===== src/core/ciee_pkg.sv =====
package ciee_pkg;

    // ========================================================
    // Status word layout
    localparam int PSW_STEP_BIT = 8;
    localparam int PSW_IE_BIT = 9;
    localparam logic [15:0] PSW_ENTRY_MASK = 16'hFCFF;

    // ========================================================
    // Vector table
    localparam int TYPE_W = 8;
    localparam int TYPE_COUNT = 256;
    localparam logic [7:0] NMI_TYPE = 8'h02;
    localparam logic [19:0] VEC_CS_OFFSET = 20'h00002;
    localparam logic [19:0] VEC_BASE_RESET = 20'h00000;

    // ========================================================
    // Stack and reset values
    localparam logic [15:0] STACK_STEP = 16'h0002;
    localparam logic [15:0] WORD_RESET = 16'h0000;
    localparam logic [19:0] ADDR_RESET = 20'h00000;
    localparam int NMI_CNT_W_DEFAULT = 4;

    typedef enum logic [3:0] {
        ST_IDLE = 4'h0,
        ST_PUSH_PSW = 4'h1,
        ST_PUSH_CS = 4'h2,
        ST_PUSH_IP = 4'h3,
        ST_READ_IP = 4'h4,
        ST_READ_CS = 4'h5,
        ST_POP_IP = 4'h6,
        ST_POP_CS = 4'h7,
        ST_POP_PSW = 4'h8
    } ciee_state_e;

    // Segment times sixteen plus offset, wrapping at one megabyte
    function automatic logic [19:0] phys_addr(input logic [15:0] seg, input logic [15:0] off);
        phys_addr = {seg, 4'h0} + {4'h0, off};
    endfunction : phys_addr

    // Vector slot: type times four above the table base
    function automatic logic [19:0] vec_addr(input logic [19:0] base, input logic [7:0] ty);
        vec_addr = base + {10'h000, ty, 2'b00};
    endfunction : vec_addr

endpackage : ciee_pkg


===== src/core/ciee_nmi_if.sv =====
`timescale 1ns/1ps
interface ciee_nmi_if;
    logic pending;
    logic take;
    modport latch (output pending, input take);
    modport core (input pending, output take);
endinterface : ciee_nmi_if


===== src/core/ciee_unit.sv =====
`timescale 1ns/1ps
module ciee_unit #(
    parameter logic [19:0] VEC_BASE = ciee_pkg::VEC_BASE_RESET,
    parameter int NMI_CNT_W = ciee_pkg::NMI_CNT_W_DEFAULT
) (
    // Clock and reset
    input wire logic core_clk,
    input wire logic reset,
    // Interrupt inputs
    input wire logic nmi_in,
    input wire logic intr_req,
    input wire logic [7:0] intr_type,
    output logic intr_ack,
    // Execution core requests
    input wire logic instr_boundary,
    input wire logic exc_req,
    input wire logic exc_is_fault,
    input wire logic [7:0] exc_type,
    input wire logic swint_req,
    input wire logic [7:0] swint_type,
    input wire logic interrupt_return_instruction_req,
    output logic ready,
    // Execution core state
    input wire logic [15:0] psw_in,
    input wire logic [15:0] cs_in,
    input wire logic [15:0] ip_in,
    input wire logic [15:0] next_ip_in,
    input wire logic [15:0] ss_in,
    input wire logic [15:0] sp_in,
    // Execution core updates
    output logic psw_load,
    output logic [15:0] psw_out,
    output logic cs_ip_load,
    output logic [15:0] cs_out,
    output logic [15:0] ip_out,
    output logic sp_load,
    output logic [15:0] sp_out,
    // Memory port
    output logic mem_req,
    output logic mem_we,
    output logic [19:0] mem_addr,
    output logic [15:0] mem_wdata,
    input wire logic mem_ack,
    input wire logic [15:0] mem_rdata
);

    initial
    begin
        if (VEC_BASE[1:0] != 2'b00 || ciee_pkg::TYPE_COUNT != (1 << ciee_pkg::TYPE_W))
            $error("ciee_unit: vector base must be word-pair aligned");
    end

    // ========================================================
    // Nonmaskable latch
    ciee_nmi_if nmi ();

    ciee_nmi_latch #(.CNT_W(NMI_CNT_W)) u_nmi (
        .core_clk(core_clk),
        .reset(reset),
        .nmi_in(nmi_in),
        .nmi(nmi)
    );

    // ========================================================
    // Sequencer state
    ciee_pkg::ciee_state_e state_q, state_d;
    logic [15:0] sp_q, sp_d, ss_q, ss_d, psw_sv_q, psw_sv_d;
    logic [15:0] cs_sv_q, cs_sv_d, ret_ip_q, ret_ip_d, new_ip_q, new_ip_d;
    logic [19:0] vec_q, vec_d;
    logic [15:0] psw_out_q, psw_out_d, cs_out_q, cs_out_d, ip_out_q, ip_out_d;
    logic psw_load_q, psw_load_d, cs_ip_load_q, cs_ip_load_d, sp_load_q, sp_load_d;
    logic [19:0] addr_q, addr_d;
    logic [15:0] wdata_q, wdata_d;
    logic we_q, we_d;
    logic acked;
    logic start;
    logic [7:0] start_type;
    logic [15:0] start_ret;

    assign ready = (state_q == ciee_pkg::ST_IDLE);
    assign mem_req = !ready;
    assign acked = mem_req && mem_ack;

    // ========================================================
    // Arbitration at the boundary
    always_comb
    begin
        start = 1'b0;
        start_type = ciee_pkg::NMI_TYPE;
        start_ret = next_ip_in;
        nmi.take = 1'b0;
        intr_ack = 1'b0;
        if (ready && instr_boundary)
        begin
            if (nmi.pending)
            begin
                start = 1'b1;
                nmi.take = 1'b1;
                start_type = ciee_pkg::NMI_TYPE;
            end
            else if (exc_req)
            begin
                start = 1'b1;
                start_type = exc_type;
                start_ret = exc_is_fault ? ip_in : next_ip_in;
            end
            else if (swint_req)
            begin
                start = 1'b1;
                start_type = swint_type;
            end
            else if (intr_req && psw_in[ciee_pkg::PSW_IE_BIT])
            begin
                start = 1'b1;
                intr_ack = 1'b1;
                start_type = intr_type;
            end
        end
    end

    // Bus fields for a state, registered one cycle ahead
    function automatic logic [19:0] bus_addr(input ciee_pkg::ciee_state_e st,
        input logic [15:0] ss, input logic [15:0] sp, input logic [19:0] vec);
        case (st)
            ciee_pkg::ST_PUSH_PSW, ciee_pkg::ST_PUSH_CS, ciee_pkg::ST_PUSH_IP:
                bus_addr = ciee_pkg::phys_addr(ss, sp - ciee_pkg::STACK_STEP);
            ciee_pkg::ST_READ_IP:
                bus_addr = vec;
            ciee_pkg::ST_READ_CS:
                bus_addr = vec + ciee_pkg::VEC_CS_OFFSET;
            ciee_pkg::ST_POP_IP, ciee_pkg::ST_POP_CS, ciee_pkg::ST_POP_PSW:
                bus_addr = ciee_pkg::phys_addr(ss, sp);
            default:
                bus_addr = ciee_pkg::ADDR_RESET;
        endcase
    endfunction : bus_addr

    // ========================================================
    // Next state
    always_comb
    begin
        state_d = state_q;
        sp_d = sp_q;
        ss_d = ss_q;
        psw_sv_d = psw_sv_q;
        cs_sv_d = cs_sv_q;
        ret_ip_d = ret_ip_q;
        new_ip_d = new_ip_q;
        vec_d = vec_q;
        psw_out_d = psw_out_q;
        cs_out_d = cs_out_q;
        ip_out_d = ip_out_q;
        psw_load_d = 1'b0;
        cs_ip_load_d = 1'b0;
        sp_load_d = 1'b0;
        case (state_q)
            ciee_pkg::ST_IDLE:
            begin
                if (start)
                begin
                    state_d = ciee_pkg::ST_PUSH_PSW;
                    psw_sv_d = psw_in;
                    cs_sv_d = cs_in;
                    ret_ip_d = start_ret;
                    sp_d = sp_in;
                    ss_d = ss_in;
                    vec_d = ciee_pkg::vec_addr(VEC_BASE, start_type);
                end
                else if (interrupt_return_instruction_req)
                begin
                    state_d = ciee_pkg::ST_POP_IP;
                    sp_d = sp_in;
                    ss_d = ss_in;
                end
            end
            ciee_pkg::ST_PUSH_PSW:
                if (acked)
                begin
                    sp_d = sp_q - ciee_pkg::STACK_STEP;
                    psw_out_d = psw_sv_q & ciee_pkg::PSW_ENTRY_MASK;
                    psw_load_d = 1'b1;
                    state_d = ciee_pkg::ST_PUSH_CS;
                end
            ciee_pkg::ST_PUSH_CS:
                if (acked)
                begin
                    sp_d = sp_q - ciee_pkg::STACK_STEP;
                    state_d = ciee_pkg::ST_PUSH_IP;
                end
            ciee_pkg::ST_PUSH_IP:
                if (acked)
                begin
                    sp_d = sp_q - ciee_pkg::STACK_STEP;
                    state_d = ciee_pkg::ST_READ_IP;
                end
            ciee_pkg::ST_READ_IP:
                if (acked)
                begin
                    new_ip_d = mem_rdata;
                    state_d = ciee_pkg::ST_READ_CS;
                end
            ciee_pkg::ST_READ_CS:
                if (acked)
                begin
                    cs_out_d = mem_rdata;
                    ip_out_d = new_ip_q;
                    cs_ip_load_d = 1'b1;
                    sp_load_d = 1'b1;
                    state_d = ciee_pkg::ST_IDLE;
                end
            ciee_pkg::ST_POP_IP:
                if (acked)
                begin
                    new_ip_d = mem_rdata;
                    sp_d = sp_q + ciee_pkg::STACK_STEP;
                    state_d = ciee_pkg::ST_POP_CS;
                end
            ciee_pkg::ST_POP_CS:
                if (acked)
                begin
                    cs_out_d = mem_rdata;
                    ip_out_d = new_ip_q;
                    cs_ip_load_d = 1'b1;
                    sp_d = sp_q + ciee_pkg::STACK_STEP;
                    state_d = ciee_pkg::ST_POP_PSW;
                end
            ciee_pkg::ST_POP_PSW:
                if (acked)
                begin
                    psw_out_d = mem_rdata;
                    psw_load_d = 1'b1;
                    sp_d = sp_q + ciee_pkg::STACK_STEP;
                    sp_load_d = 1'b1;
                    state_d = ciee_pkg::ST_IDLE;
                end
            default:
                state_d = ciee_pkg::ST_IDLE;
        endcase
        addr_d = bus_addr(state_d, ss_d, sp_d, vec_d);
        we_d = (state_d == ciee_pkg::ST_PUSH_PSW) || (state_d == ciee_pkg::ST_PUSH_CS)
            || (state_d == ciee_pkg::ST_PUSH_IP);
        case (state_d)
            ciee_pkg::ST_PUSH_PSW: wdata_d = psw_sv_d;
            ciee_pkg::ST_PUSH_CS: wdata_d = cs_sv_d;
            ciee_pkg::ST_PUSH_IP: wdata_d = ret_ip_d;
            default: wdata_d = ciee_pkg::WORD_RESET;
        endcase
    end

    always_ff @(posedge core_clk)
    begin
        if (reset)
        begin
            state_q <= ciee_pkg::ST_IDLE;
            sp_q <= ciee_pkg::WORD_RESET;
            ss_q <= ciee_pkg::WORD_RESET;
            psw_sv_q <= ciee_pkg::WORD_RESET;
            cs_sv_q <= ciee_pkg::WORD_RESET;
            ret_ip_q <= ciee_pkg::WORD_RESET;
            new_ip_q <= ciee_pkg::WORD_RESET;
            vec_q <= ciee_pkg::ADDR_RESET;
            psw_out_q <= ciee_pkg::WORD_RESET;
            cs_out_q <= ciee_pkg::WORD_RESET;
            ip_out_q <= ciee_pkg::WORD_RESET;
            psw_load_q <= 1'b0;
            cs_ip_load_q <= 1'b0;
            sp_load_q <= 1'b0;
            addr_q <= ciee_pkg::ADDR_RESET;
            wdata_q <= ciee_pkg::WORD_RESET;
            we_q <= 1'b0;
        end
        else
        begin
            state_q <= state_d;
            sp_q <= sp_d;
            ss_q <= ss_d;
            psw_sv_q <= psw_sv_d;
            cs_sv_q <= cs_sv_d;
            ret_ip_q <= ret_ip_d;
            new_ip_q <= new_ip_d;
            vec_q <= vec_d;
            psw_out_q <= psw_out_d;
            cs_out_q <= cs_out_d;
            ip_out_q <= ip_out_d;
            psw_load_q <= psw_load_d;
            cs_ip_load_q <= cs_ip_load_d;
            sp_load_q <= sp_load_d;
            addr_q <= addr_d;
            wdata_q <= wdata_d;
            we_q <= we_d;
        end
    end

    assign psw_load = psw_load_q;
    assign psw_out = psw_out_q;
    assign cs_ip_load = cs_ip_load_q;
    assign cs_out = cs_out_q;
    assign ip_out = ip_out_q;
    assign sp_load = sp_load_q;
    assign sp_out = sp_q;
    assign mem_we = we_q;
    assign mem_addr = addr_q;
    assign mem_wdata = wdata_q;
endmodule : ciee_unit


===== src/core/ciee_nmi_latch.sv =====
`timescale 1ns/1ps
module ciee_nmi_latch #(
    parameter int CNT_W = ciee_pkg::NMI_CNT_W_DEFAULT
) (
    // Clock and reset
    input wire logic core_clk,
    input wire logic reset,
    // Pin
    input wire logic nmi_in,
    // Core side
    ciee_nmi_if.latch nmi
);

    // ========================================================
    // Edge detect and request count
    logic prev_q;
    logic prev_d;
    logic [CNT_W-1:0] cnt_q;
    logic [CNT_W-1:0] cnt_d;
    logic rise;

    initial
    begin
        if (CNT_W < 1)
            $error("ciee_nmi_latch: CNT_W must be at least 1");
    end

    assign rise = nmi_in & ~prev_q;
    assign nmi.pending = (cnt_q != '0);

    // Count keeps each edge until it saturates at all ones, so back-to-back requests each get an entry
    always_comb
    begin
        prev_d = nmi_in;
        cnt_d = cnt_q;
        if (rise && !nmi.take && !(&cnt_q))
            cnt_d = cnt_q + 1'b1;
        else if (!rise && nmi.take)
            cnt_d = cnt_q - 1'b1;
    end

    always_ff @(posedge core_clk)
    begin
        if (reset)
        begin
            prev_q <= 1'b1;
            cnt_q <= '0;
        end
        else
        begin
            prev_q <= prev_d;
            cnt_q <= cnt_d;
        end
    end
endmodule : ciee_nmi_latch


===== config.mk =====
export PLATFORM = sky130hd
export DESIGN_NAME = ciee_unit
export DESIGN_NICKNAME = d
export VERILOG_FILES = /design/src/core/ciee_pkg.sv /design/src/core/ciee_nmi_if.sv /design/src/core/ciee_unit.sv /design/src/core/ciee_nmi_latch.sv
export SDC_FILE = /design/constraint.sdc
export NUM_CORES = 1
export LEC_CHECK = 0
export BUFFER_PORTS_ARGS = -buffer_cell sky130_fd_sc_hd__buf_2
export CAP_MARGIN = 0
export CORE_ASPECT_RATIO = 1.1
export CORE_MARGIN = 5
export CORE_UTILIZATION = 45
export CTS_BUF_LIST = sky130_fd_sc_hd__clkbuf_2
export DETAILED_ROUTE_END_ITERATION = 10
export GPL_TIMING_DRIVEN = 0
export PLACE_DENSITY = 0.69
export SETUP_SLACK_MARGIN = 0.15
export SLEW_MARGIN = 20
export SYNTH_ARGS = -nofsm -noshare
export SYNTH_HDL_FRONTEND = slang
export SYNTH_SLANG_ARGS = --single-unit
export TNS_END_PERCENT = 10

===== constraint.sdc =====
create_clock -name core_clk -period 13.7 [get_ports core_clk]
set_clock_uncertainty 0.1 [all_clocks]
set_input_delay 2.74 -clock core_clk [delete_from_list [all_inputs] [get_ports core_clk]]
set_output_delay 2.74 -clock core_clk [all_outputs]
set_load 0.05 [all_outputs]

After elaboration in Yosys (flattened, before gate mapping)
Index checks and enable logic that the tools add are counted.
{"block": "op_classes", "addsub": 8, "eq_ne": 18, "n_mux": 54, "bitwise_logic": 5, "reduce_logical": 31}
{"operator": "$mux 16", "count": 19}
{"operator": "$pmux 16 s3", "count": 2}
{"operator": "$pmux 20 s4", "count": 1}
{"operator": "$mux 4", "count": 11}
{"operator": "$add 20x16->20", "count": 2}
{"operator": "$mux 20", "count": 2}
{"operator": "$mux 8", "count": 5}
{"operator": "$eq 4x3->1 const B", "count": 8}
{"operator": "$pmux 16 s2", "count": 1}
{"operator": "$pmux 4 s8", "count": 1}
{"operator": "$sub 16x2->16 const B", "count": 2}
{"operator": "$add 20x2->20 const B", "count": 1}
{"operator": "$add 16x2->16 const B", "count": 1}
{"operator": "$eq 4x2->1 const B", "count": 4}
{"operator": "$reduce_or 2->1", "count": 7}
{"operator": "$mux 1", "count": 12}
{"operator": "$reduce_or 3->1", "count": 4}
{"operator": "$eq 4x1->1 const B", "count": 2}
{"operator": "$eq 4x4->1 const B", "count": 2}
{"operator": "$logic_and 1x1->1", "count": 6}
{"operator": "$add 4x1->4 const B", "count": 1}
{"operator": "$logic_not 1->1", "count": 4}
{"operator": "$logic_not 4->1", "count": 1}
{"operator": "$ne 2x2->1 const B", "count": 2}
{"operator": "other kinds (9)", "count": 15}
{"block": "totals", "register_bits": 213, "output_inout_bits": 107, "elab_cells": 135}

Depth between registers and ports, before layout
Gate-level depths: netlist of the first run.
{"block": "logic_depth", "ltp_word": 11, "mapped_depth": 22, "mapped_depth_nobuf": 20}

Hierarchy
From an unflattened synthesis of the first run, not the netlist that was laid out.
{"block": "hier_totals", "hier_cells": 1317, "hier_area_um2": 10553.9}
{"mod": "ciee_unit", "n_inst": 1, "cells_each": 1285, "area_each_um2": 10247.3, "seq_area_each_um2": 4164.0}
{"mod": "ciee_nmi_latch", "n_inst": 1, "cells_each": 32, "area_each_um2": 306.5, "seq_area_each_um2": 100.1}

Worst setup path after synthesis of the first run
No wires, ideal clock.
{"block": "synth_timing", "path_kind": "input -> register", "startpoint": "input port mem_ack", "endpoint": "register addr_q[15], in the netlist mem_addr[15]", "setup_time_ps": 134, "t_arrival_ps": 6720, "slack_ps": 6747, "cell_stages": 19, "path_buffers": 2, "cell_sequence": "buf_2 -> clkbuf_1 -> inv_1 -> o41ai_2 -> a21oi_1 -> a2111o_1 -> or4b_4 -> nor2_1 -> nand2_1 -> xor2_1 -> ha_1 -> o21a_1 -> o211ai_1 -> a31oi_1 -> or3_1 -> a21o_1 -> a21oi_1 -> xor2_1 -> o22ai_1"}
{"block": "synth_via", "elab_chain_cells": 6, "elab_cells_between_ends": 26}
{"element": "start, declared", "line": "ciee_unit.sv:43", "rtl": "input wire logic mem_ack,"}
{"element": "$logic_and 1x1->1 (*)", "line": "ciee_unit.sv:82", "rtl": "assign acked = mem_req && mem_ack;"}
{"element": "$mux 16 (tied with other cells)", "line": "ciee_unit.sv:212, ciee_unit.sv:219, ciee_unit.sv:228"}
{"element": "$pmux 16 s3 / $pmux 4 s8 (equally long branches)", "line": "ciee_unit.sv:156", "rtl": "case (state_q)"}
{"element": "$sub 16x2->16 (tied with other cells)", "line": "ciee_unit.sv:126", "rtl": "bus_addr = ciee_pkg::phys_addr(ss, sp - ciee_pkg::STACK_STEP);"}
{"element": "$add 20x16->20 / $reduce_or 3->1 (equally long branches)", "line": "ciee_pkg.sv:38, ciee_unit.sv:124"}
{"element": "$pmux 20 s4 (*)", "line": "ciee_unit.sv:124", "rtl": "case (st)"}
{"element": "end signal, assigned", "line": "ciee_unit.sv:268", "rtl": "addr_q <= ciee_pkg::ADDR_RESET;"}
{"element": "end signal, assigned", "line": "ciee_unit.sv:288", "rtl": "addr_q <= addr_d;"}
{"element": "end, declared", "line": "ciee_unit.sv:72", "rtl": "logic [19:0] addr_q, addr_d;"}
Mark *: on every way between the ends. The rest lies on a longest branch, timed or not.
A chain may end at the register's enable or synchronous reset.

Worst setup path after layout of the first run
{"block": "layout_timing", "startpoint": "input port exc_req", "endpoint": "register addr_q[15], in the netlist mem_addr[15]"}
{"block": "layout_via", "elab_chain_cells": 8, "elab_cells_between_ends": 29}
{"element": "start, declared", "line": "ciee_unit.sv:16", "rtl": "input wire logic exc_req,"}
{"element": "$mux 1", "line": "ciee_unit.sv:101", "rtl": "else if (exc_req)"}
{"element": "$mux 1", "line": "ciee_unit.sv:95", "rtl": "if (nmi.pending)"}
{"element": "$mux 1", "line": "ciee_unit.sv:93", "rtl": "if (ready && instr_boundary)"}
{"element": "$mux 16 / $mux 4 (equally long branches)", "line": "ciee_unit.sv:159", "rtl": "if (start)"}
{"element": "$pmux 16 s3 / $pmux 4 s8 (equally long branches)", "line": "ciee_unit.sv:156"}
{"element": "$sub 16x2->16 (tied with other cells)", "line": "ciee_unit.sv:126"}
{"element": "$add 20x16->20 / $reduce_or 3->1 (equally long branches)", "line": "ciee_pkg.sv:38, ciee_unit.sv:124"}
{"element": "$pmux 20 s4 (*)", "line": "ciee_unit.sv:124"}
Marks and branches as above.

==> results of run 1 <==
-- metal layers --
layer	up-vias	routed length, um	part of all wire [%]
li1	5050	-	-
met1	4854	14500	43
met2	381	15900	47
met3	66	2140	6.4
met4	0	1030	3.1
met5	-	0	0
-- where the power goes --
group	switching [mW]	total [mW]	leakage, nW	internal [mW]
combinational	0.843	1.28	3.44	0.442
sequential	0.0612	0.778	1.74	0.717
clock	0.268	0.417	0.361	0.149
-- layout make-up --
class                           count  area share (%)
Sequential cell                   213            34.0
Tap cell                          300            3.00
Multi-Input combinational cell    930            45.7
Antenna cell                        2          0.0400
Clock buffer                       72            2.88
Inverter                           21           0.649
Buffer                             85            2.83
Timing Repair Buffer              249            9.95
Clock inverter                     27           0.959
-- logic make-up after synthesis --
kind of cell,Yosys count,share of synthesized area [%]
simple gates,510,23.1
mux,70,6.87
xor+xnor,51,4.29
buf+inv,106,4.18
flops,213,40.9
compound gates,279,18.1
fa+ha+maj,20,2.55
-- worst paths after layout --
| kind | cells after the start | to | slack [ns] | startpoint |
|---|---|---|---|---|
| setup reg to reg | 20 | mem_addr[15] | 8.06 | state_q[1] |
| setup / recovery | 19 | mem_addr[15] | 6.66 | exc_req |
| hold reg to reg | 2 | psw_out[2] | 0.35 | psw_sv_q[2] |
| hold / removal | 2 | psw_out[2] | 0.35 | psw_sv_q[2] |
-- worst max-delay path, cell delays in order --
cell      delay [ns]
buf_2           0.14
a211o_1         0.39
o211ai_4        0.30
nand2_1         0.30
a221oi_1        0.80
ha_1            0.31
nand2_1         0.10
nor4_4          0.33
nand2_1         0.12
xor2_1          0.17
ha_1            0.39
o21a_1          0.22
o211ai_1        0.15
a31oi_1         0.08
or3_1           0.42
a21o_1          0.20
a21oi_1         0.16
xor2_1          0.18
o22ai_1         0.12
-- stage by stage --
stage          area, um2  utilization, %  worst slack (ns)  hold slack [ns]
3_3_place_gp       12000            52.7              5.94            0.338
6_report           12500            54.8              6.66            0.354
5_1_grt            12500            54.8              6.27            0.367
3_5_place_dp       12000            52.7              5.90            0.345
4_1_cts            12500            54.8              6.80            0.343
2_1_floorplan      10400               -              6.75            0.330
-- sequential cells by signal, summed over array words and instances, names as in the netlist, 4 cells and up --
signal / flops
mem_addr: 20
vec_q: 20
cs_out: 16
cs_sv_q: 16
ip_out: 16
mem_wdata: 16
new_ip_q: 16
psw_out: 16
psw_sv_q: 16
ret_ip_q: 16
sp_out: 16
ss_q: 16
state_q: 4
u_nmi.cnt_q: 4
-- placed cells by master (no fill, tap or decap), drive strengths merged, types with 10 or more instances in the layout --
cell,count
clkbuf,133
dfxtp,213
o21a,24
clkinv,24
nor2b,24
mux2i,58
ha,18
nand4,16
nand2b,12
or3,10
o21ai,20
a31oi,14
nand3,23
xor2,28
o22ai,32
nor3,20
buf,273
nor2,173
inv,23
mux2,12
nand2,159
a311oi,15
and2,20
xnor2,23
a21oi,98
nor4,13
==> qor.txt, run 1 <==
Status: finished clean
Share of layout cells above drive strength 1: 23.9%
Async set-reset flop share out of synthesis: 0%
All-Layer GR Usage: 24.6%
Critical path launch point type: primary input
Effective utilization at floorplan: 45.6%
First-pass GRT wire length: 52500 um
Worst-margin pin slew: 0.937 ns
GP Congestion: 0.897
Area growth syn-to-layout: 20.2%
I/O Buffers: 249
Synth Cell Area: 10400 um2
Non-Filler Instances: 1899
Leak: 5.54 nW
Worst setup EP type: flip-flop
Syn Nets: 1415
Maximum buffer depth of the clock tree: 3
Global routing usage on met2: 40.6%
Dpl cells: 1798
TritonCTS clock tree: done
Post-route clock period utilization: 51.4%
Number of synthesized register bits: 213
Residual DRC: 0
Setup Buffers After CTS: 0
CTS Buf Count: 55
Dominant synthesized flop cell: dfxtp_1
Post-synthesis cell type count: 85
Grt ovf: 0
CTS-repair resized insts: 0
Final net count: 1721
I/O Pins: 253
Met3 usage: 4.64%
Post-CTS Hold Fix Bufs: 0
Final Hold Viols: 0
VDD IR-drop max: 0.0000974 V
Cell Pwr Density: 198 nW/um2
Unrepaired setup endpoints after global routing: no
Number of global-route vias before repair: 9877
GR Layer Usage met1: 32.2%
Row cnt: 58
Min Tclk post-route: 7.04 ns
Drt via density: 5.45
Die height: 170 um
Final ANT Viol Nets: 0
YS warnings: 0
Crit-path max FO: 7
Syn Inst Count: 1249
Count of clock tree sinks: 213
Drt wl/cell: 17.7 um
Multi-input logic area: 5720 um2
Area share of the leading cell type in the synthesized netlist: 40.9%
Critical path class: in2reg
DR vias: 10.4k
Core ar.: 22900 um2
Worst-path clk slew: 0.11 ns
Largest area contributor in the netlist: dfxtp_1
Worst slew margin: 37.4%
DR pass1 iterations: 5
Die Wd: 155 um
Fmax: 142 MHz
Gr busiest metal: met2
Pwr Total: 2.48 mW
Die Footprint: 26300 um2
Initial antenna violation count: 2
Top post-synthesis cells by area: dfxtp_1 41%, nor2_1 6.2%, nand2_1 5.7%
Slew Limit Fails: 0
Clk Latency, worst-skew pair: 0.84 ns
Setup violations, final: 0
HP Class: reg2reg
Largest net degree at the start of global routing: 17
H-tree levels: 2
Worst Path Arrival: 7.63 ns
Setup tns final: 0 ns
Post-synth EDFFs: 0
WL final: 33600 um
Max-Cap Viols: 0
Register area: 4260 um2
Sequential share of the synthesized area: 40.9%
Top post-synthesis cells by count: 213 x dfxtp_1, 173 x nor2_1, 159 x nand2_1
Dominant cell by count in the synthesized netlist: dfxtp_1
Hpwl dp: 25900 um
1st-iter DRT viols: 648
Worst EP required: 14.29 ns
CTS Root Cell: clkbuf_2
FILL cells: 2262
Post-Syn Area per Cell: 8.34 um2
Power figures use the tool's default switching activity.
==> inputs of run 2 (changes only) <==
--- a/config.mk
+++ b/config.mk
@@ -13,7 +13,7 @@
 export CTS_BUF_LIST = sky130_fd_sc_hd__clkbuf_2
 export DETAILED_ROUTE_END_ITERATION = 10
 export GPL_TIMING_DRIVEN = 0
-export PLACE_DENSITY = 0.69
+export PLACE_DENSITY = 0.72
 export SETUP_SLACK_MARGIN = 0.15
 export SLEW_MARGIN = 20
 export SYNTH_ARGS = -nofsm -noshare
==> constraint.sdc (replaced) <==
create_clock -name core_clk -period 6 [get_ports core_clk]
set_clock_uncertainty 0.1 [all_clocks]
set_input_delay 1.2 -clock core_clk [delete_from_list [all_inputs] [get_ports core_clk]]
set_output_delay 1.2 -clock core_clk [all_outputs]
set_load 0.05 [all_outputs]
==> run 2 against run 1 <==
Against the previous run:
- largest power group unchanged
- global-route usage about the same
- clock-buffer cell count increased by 5
- worst setup slack got worse by 6.0 ns
- non-clock buffer count increased by 1
- hold slack got worse by 0.0036 ns
- power increased by 130%
==> qor.txt, run 2 (synthesis results as in run 1) <==
Status: finished clean
Clock share of power: 17.1%
Crit-path max FO: 10
Worst Path Arrival: 5.97 ns
Maximum buffer depth of the clock tree: 3
I/O Pins: 253
Row cnt: 58
Setup tns final: 0 ns
Largest net degree at the start of global routing: 16
All-Layer GR Usage: 24.6%
Pint: 3.01 mW
Critical path class: reg2reg
Cell Pwr Density: 453 nW/um2
Clk Latency, worst-skew pair: 0.82 ns
HP Class: reg2reg
Crit path max-delay family: compound AO/OA/AOI/OAI gates
R2r setup slk: 0.61 ns
Non-Filler Instances: 1899
H-tree levels: 2
Grt ovf: 0
CTS Buf Count: 55
Share of layout cells above drive strength 1: 24.4%
I/O Buffers: 249
CTS Root Cell: clkbuf_2
Core ar.: 22900 um2
Most common cell after layout, fill and taps aside: buf_2
Initial antenna violation count: 5
Worst-margin pin slew: 1.08 ns
Drt wl/cell: 17.7 um
DR pass1 iterations: 5
Most frequent cells in the layout: 259 x buf_2, 213 x dfxtp_1, 173 x nor2_1
P_sw: 2.68 mW
Critical-path top delay cell: dfxtp_1
Flop pwr share: 31.3%
CP Cell Sequence: buf_2, nor4b_1, clkbuf_1, a211oi_1, o221ai_1, a222oi_1, buf_4, ha_1, nand2_1, nor4_4, nand2_1, xor2_1, ha_1, o21a_1, o211ai_1, a31oi_1, or3_1, a21o_1, a21oi_1, xor2_1, o22ai_1
Residual DRC: 0
Die height: 170 um
Min Tclk post-route: 5.39 ns
Worst setup EP type: flip-flop
Number of global-route vias before repair: 10.1k
Setup violations, final: 0
Worst slew margin: 28.0%
Post-route clock period utilization: 89.9%
Final Hold Viols: 0
Die Footprint: 26300 um2
Leak: 5.55 nW
Dpl cells: 1798
DR vias: 10.3k
Comb pwr share: 51.6%
Hpwl dp: 26000 um
Drt via density: 5.45
Final net count: 1722
Effective utilization at floorplan: 45.6%
Switching Share: 47.1%
Unrepaired setup endpoints after global routing: no
FILL cells: 2263
Critical path launch point type: flip-flop
TritonCTS clock tree: done
GP Congestion: 0.895
First-pass GRT wire length: 53000 um
Fmax: 185 MHz
CP Buf/Inv Count: 3
WL final: 33700 um
Area growth syn-to-layout: 20.5%
Slew Limit Fails: 0
1st-iter DRT viols: 647
Pwr Total: 5.68 mW
Worst EP required: 6.58 ns
Critical Path Max Stage Delay: 0.47 ns
Max-Cap Viols: 0
Die Wd: 155 um
Post-CTS Hold Fix Bufs: 0
VDD IR-drop max: 0.000214 V
Count of clock tree sinks: 213
Final ANT Viol Nets: 0
Worst-path clk slew: 0.11 ns
-- run 2: cell type report --
cell class / count / area [um2] / area share, %
multi-input combinational: 930 / 5740 / 45.7
sequential: 213 / 4260 / 34.0
tap: 300 / 375 / 2.99
timing repair buffer: 250 / 1250 / 9.99
inverter: 21 / 81.3 / 0.648
clock inverter: 19 / 88.8 / 0.708
buffer: 85 / 354 / 2.82
antenna: 4 / 10.0 / 0.0798
clock buffer: 77 / 385 / 3.07
-- run 2: path summary, 6_finish.rpt --
check         startpoint            to  cells past startpoint
max           state_q[1]  mem_addr[15]                     21
min          new_ip_q[8]     ip_out[8]                      2
max reg2reg   state_q[1]  mem_addr[15]                     21
min reg2reg  new_ip_q[8]     ip_out[8]                      2
-- run 2: repair_timing --
| action | in CTS | in global routing |
|---|---|---|
| setup buffers | 0 | 1 |
| endpoints found under the setup margin | 0 | 3 |
| resized for setup | 0 | 2 |
-- run 2: metrics by stage --
step | setup slack [ns] | area (um2) | util [%] | hold slack [ns]
finish | 0.608 | 12500 | 54.9 | 0.350
global route | 0.215 | 12500 | 54.9 | 0.380
CTS | 0.492 | 12500 | 54.7 | 0.358
detailed placement | -0.264 | 12000 | 52.7 | 0.346
global placement | -0.306 | 12000 | 52.7 | 0.337
floorplan | 0.587 | 10400 | - | 0.330
-- run 2: per-layer routing --
metal  track usage (%)  wire length, um  vias up
li1                  -                -     5051
met1              32.2            14500     4798
met2              40.1            15800      402
met3              4.31             2000       91
met4              10.7             1360        2
met5                 0               20        -
-- run 2: power groups by stage --
stage	clock [mW]	sequential, mW	combinational [mW]
6_report	0.970	1.78	2.93
5_1_grt	1.08	1.80	3.18
4_1_cts	0.998	1.78	2.89
3_5_place_dp	0	1.81	2.87
3_3_place_gp	0	1.80	2.86
2_1_floorplan	0	2.12	1.83
-- run 2: worst register-to-register path: stages, from the launching register on --
cell and delay [ns]:
dfxtp_1 0.47, buf_2 0.27, nor4b_1 0.13, clkbuf_1 0.27, a211oi_1 0.36, o221ai_1 0.26
a222oi_1 0.35, buf_4 0.20, ha_1 0.19, nand2_1 0.09, nor4_4 0.32, nand2_1 0.11
xor2_1 0.18, ha_1 0.41, o21a_1 0.21, o211ai_1 0.17, a31oi_1 0.08, or3_1 0.40
a21o_1 0.19, a21oi_1 0.18, xor2_1 0.21, o22ai_1 0.12
==> inputs of run 3 (changes only) <==
--- a/config.mk
+++ b/config.mk
@@ -5,6 +5,7 @@
 export SDC_FILE = /design/constraint.sdc
 export NUM_CORES = 1
 export LEC_CHECK = 0
+export ABC_AREA = 1
 export BUFFER_PORTS_ARGS = -buffer_cell sky130_fd_sc_hd__buf_2
 export CAP_MARGIN = 0
 export CORE_ASPECT_RATIO = 1.1
@@ -13,7 +14,7 @@
 export CTS_BUF_LIST = sky130_fd_sc_hd__clkbuf_2
 export DETAILED_ROUTE_END_ITERATION = 10
 export GPL_TIMING_DRIVEN = 0
-export PLACE_DENSITY = 0.72
+export PLACE_DENSITY = 0.71
 export SETUP_SLACK_MARGIN = 0.15
 export SLEW_MARGIN = 20
 export SYNTH_ARGS = -nofsm -noshare
==> run 3 against run 2 <==
Against the previous run:
- fmax up 8.1%
- utilization shrank 0.77 points
- hold slack improved by 0.0063 ns
- via count rose by 21%
- synthesized cell count grew 39%
- global-route usage up 1.6 points
- clock power down 5.5%
==> qor.txt, run 3 <==
Setup tns final: 0 ns
Final net count: 2200
All-Layer GR Usage: 26.2%
Hpwl dp: 30700 um
WL final: 39300 um
Critical path launch point type: primary input
Number of synthesized register bits: 213
Effective utilization at floorplan: 45.8%
Share of layout cells above drive strength 1: 20.8%
GP Congestion: 0.960
Worst EP required: 6.59 ns
Setup violations, final: 0
Crit path max-delay family: simple AND/OR/NAND/NOR gates
Worst setup EP type: flip-flop
Top post-synthesis cells by area: dfxtp_1 37%, nand2_1 12%, nor2_1 9.1%
Non-Filler Instances: 2411
Area growth syn-to-layout: 18.1%
I/O Pins: 253
DR vias: 12.5k
Hold WS: 0.357 ns
Initial antenna violation count: 4
First-pass GRT wire length: 61300 um
Dominant cell by count in the synthesized netlist: nand2_1
Area after DPL: 13300 um2
Register area: 4260 um2
Post-route clock period utilization: 83.1%
Most frequent cells in the layout: 373 x nand2_1, 280 x nor2_1, 264 x buf_2
Critical Path Max Stage Delay: 0.35 ns
Grt ovf: 0
Clk Latency, worst-skew pair: 0.83 ns
Dominant synthesized flop cell: dfxtp_1
Final Hold Viols: 0
Number of global-route vias before repair: 12.2k
Top post-synthesis cells by count: 373 x nand2_1, 280 x nor2_1, 213 x dfxtp_1
Design area: 13700 um2
Die Footprint: 29100 um2
Final ANT Viol Nets: 0
Area share of the leading cell type in the synthesized netlist: 36.7%
Count of clock tree sinks: 213
Largest net degree at the start of global routing: 16
Fmax: 201 MHz
Pwr Total: 7.91 mW
Cell Pwr Density: 577 nW/um2
Syn Inst Count: 1730
Core ar.: 25300 um2
1st-iter DRT viols: 887
Multi-input logic area: 6190 um2
Slew Limit Fails: 0
Die Wd: 163 um
Post-Syn Area per Cell: 6.71 um2
Syn Nets: 1896
Post-CTS Hold Fix Bufs: 0
Critical path class: in2reg
Die height: 178 um
TritonCTS clock tree: done
Setup Buffers After CTS: 0
Post-synthesis cell type count: 49
Worst slew margin: 48.2%
Drt via density: 5.18
Max-Cap Viols: 0
CTS Buf Count: 53
YS warnings: 0
DP Worst Slack: 0.200 ns
H-tree levels: 2
Worst Path Arrival: 5.58 ns
Final worst slack: 1.01 ns
Leak: 7.04 nW
Worst-margin pin slew: 0.774 ns
Largest area contributor in the netlist: dfxtp_1
Status: finished clean
CTS Root Cell: clkbuf_2
Most common cell after layout, fill and taps aside: nand2_1
Async set-reset flop share out of synthesis: 0%
Unrepaired setup endpoints after global routing: no
Crit-path max FO: 10
Synth Cell Area: 11600 um2
Sequential share of the synthesized area: 36.7%
Row cnt: 61
Residual DRC: 0
DR pass1 iterations: 6
Crit path top cell by count: nand2_1
Core Util, Final: 54.1%
VDD IR-drop max: 0.000248 V
Maximum buffer depth of the clock tree: 3
Drt wl/cell: 16.3 um
Critical-path top delay cell: a21boi_0
Worst-path clk slew: 0.10 ns
I/O Buffers: 249
Post-synth EDFFs: 0
CP Buf/Inv Count: 7
Min Tclk post-route: 4.99 ns
Dpl cells: 2325
CTS-repair resized insts: 0
HP Class: reg2reg
FILL cells: 2609
## run 3: cell types whose count changed in the layout (fill, tap and decap cells not counted), moves of 23 or more
cell	before	now
inv_1	19	190
o21ai_0	16	100
nand3_1	23	126
mux2i_1	58	32
o21a_1	24	1
nor2_1	173	280
nand2_1	159	373
nor2b_1	24	0
## run 3: final timing paths
path | startpoint | end | slack (ns) | cells after the start
worst max-delay path | swint_req | mem_addr[18] | 1.01 | 31
worst min-delay path | vec_q[0] | vec_q[0] | 0.36 | 2
worst max register to register | state_q[0] | mem_addr[18] | 1.15 | 26
worst min register to register | vec_q[0] | vec_q[0] | 0.36 | 2
## run 3: layout make-up
class | count | area share [%]
Buffer | 78 | 2.87
Sequential cell | 213 | 31.1
Multi-Input combinational cell | 1236 | 45.1
Tap cell | 346 | 3.16
Antenna cell | 1 | 0.0182
Timing Repair Buffer | 249 | 9.09
Clock inverter | 12 | 0.411
Inverter | 203 | 5.56
Clock buffer | 73 | 2.66
## run 3: cell families (layout without fill, tap and decap cells)
logic type                 after synthesis  count (layout)  synth area share [%]
AOI/OAI and AO/OA                      280             280                  13.1
xor gates and xnor gates                23              23                  1.73
adders and majority gates               20              20                  2.28
buffers and inverters                  281             615                  9.96
DFF                                    213             213                  36.7
muxes                                   32              32                  2.76
other                                    0               1                     0
and+or+nand+nor                        881             881                  33.4
## run 3: where the power goes
| part | internal, mW | switching (mW) |
|---|---|---|
| registers | 1.73 | 0.191 |
| logic | 1.59 | 3.49 |
| clock network | 0.327 | 0.590 |
| total | 3.64 | 4.27 |
## run 3: metal layers
metal	up-vias	part of all wire, %	track usage [%]
met1	5646	42	32.3
met4	6	3.1	8.81
met2	532	46	44.6
met5	-	0.071	0
met3	98	8.5	6.91
li1	6210	-	-
## run 3: worst reg2reg max path, delay by kind of cell (launching register included)
family          cells  cell delay [ns]
simple gates       15             2.17
compound gates      3             0.73
fa+ha+maj           2             0.51
buf+inv             4             0.43
flops               1             0.40
xor+xnor            2             0.38
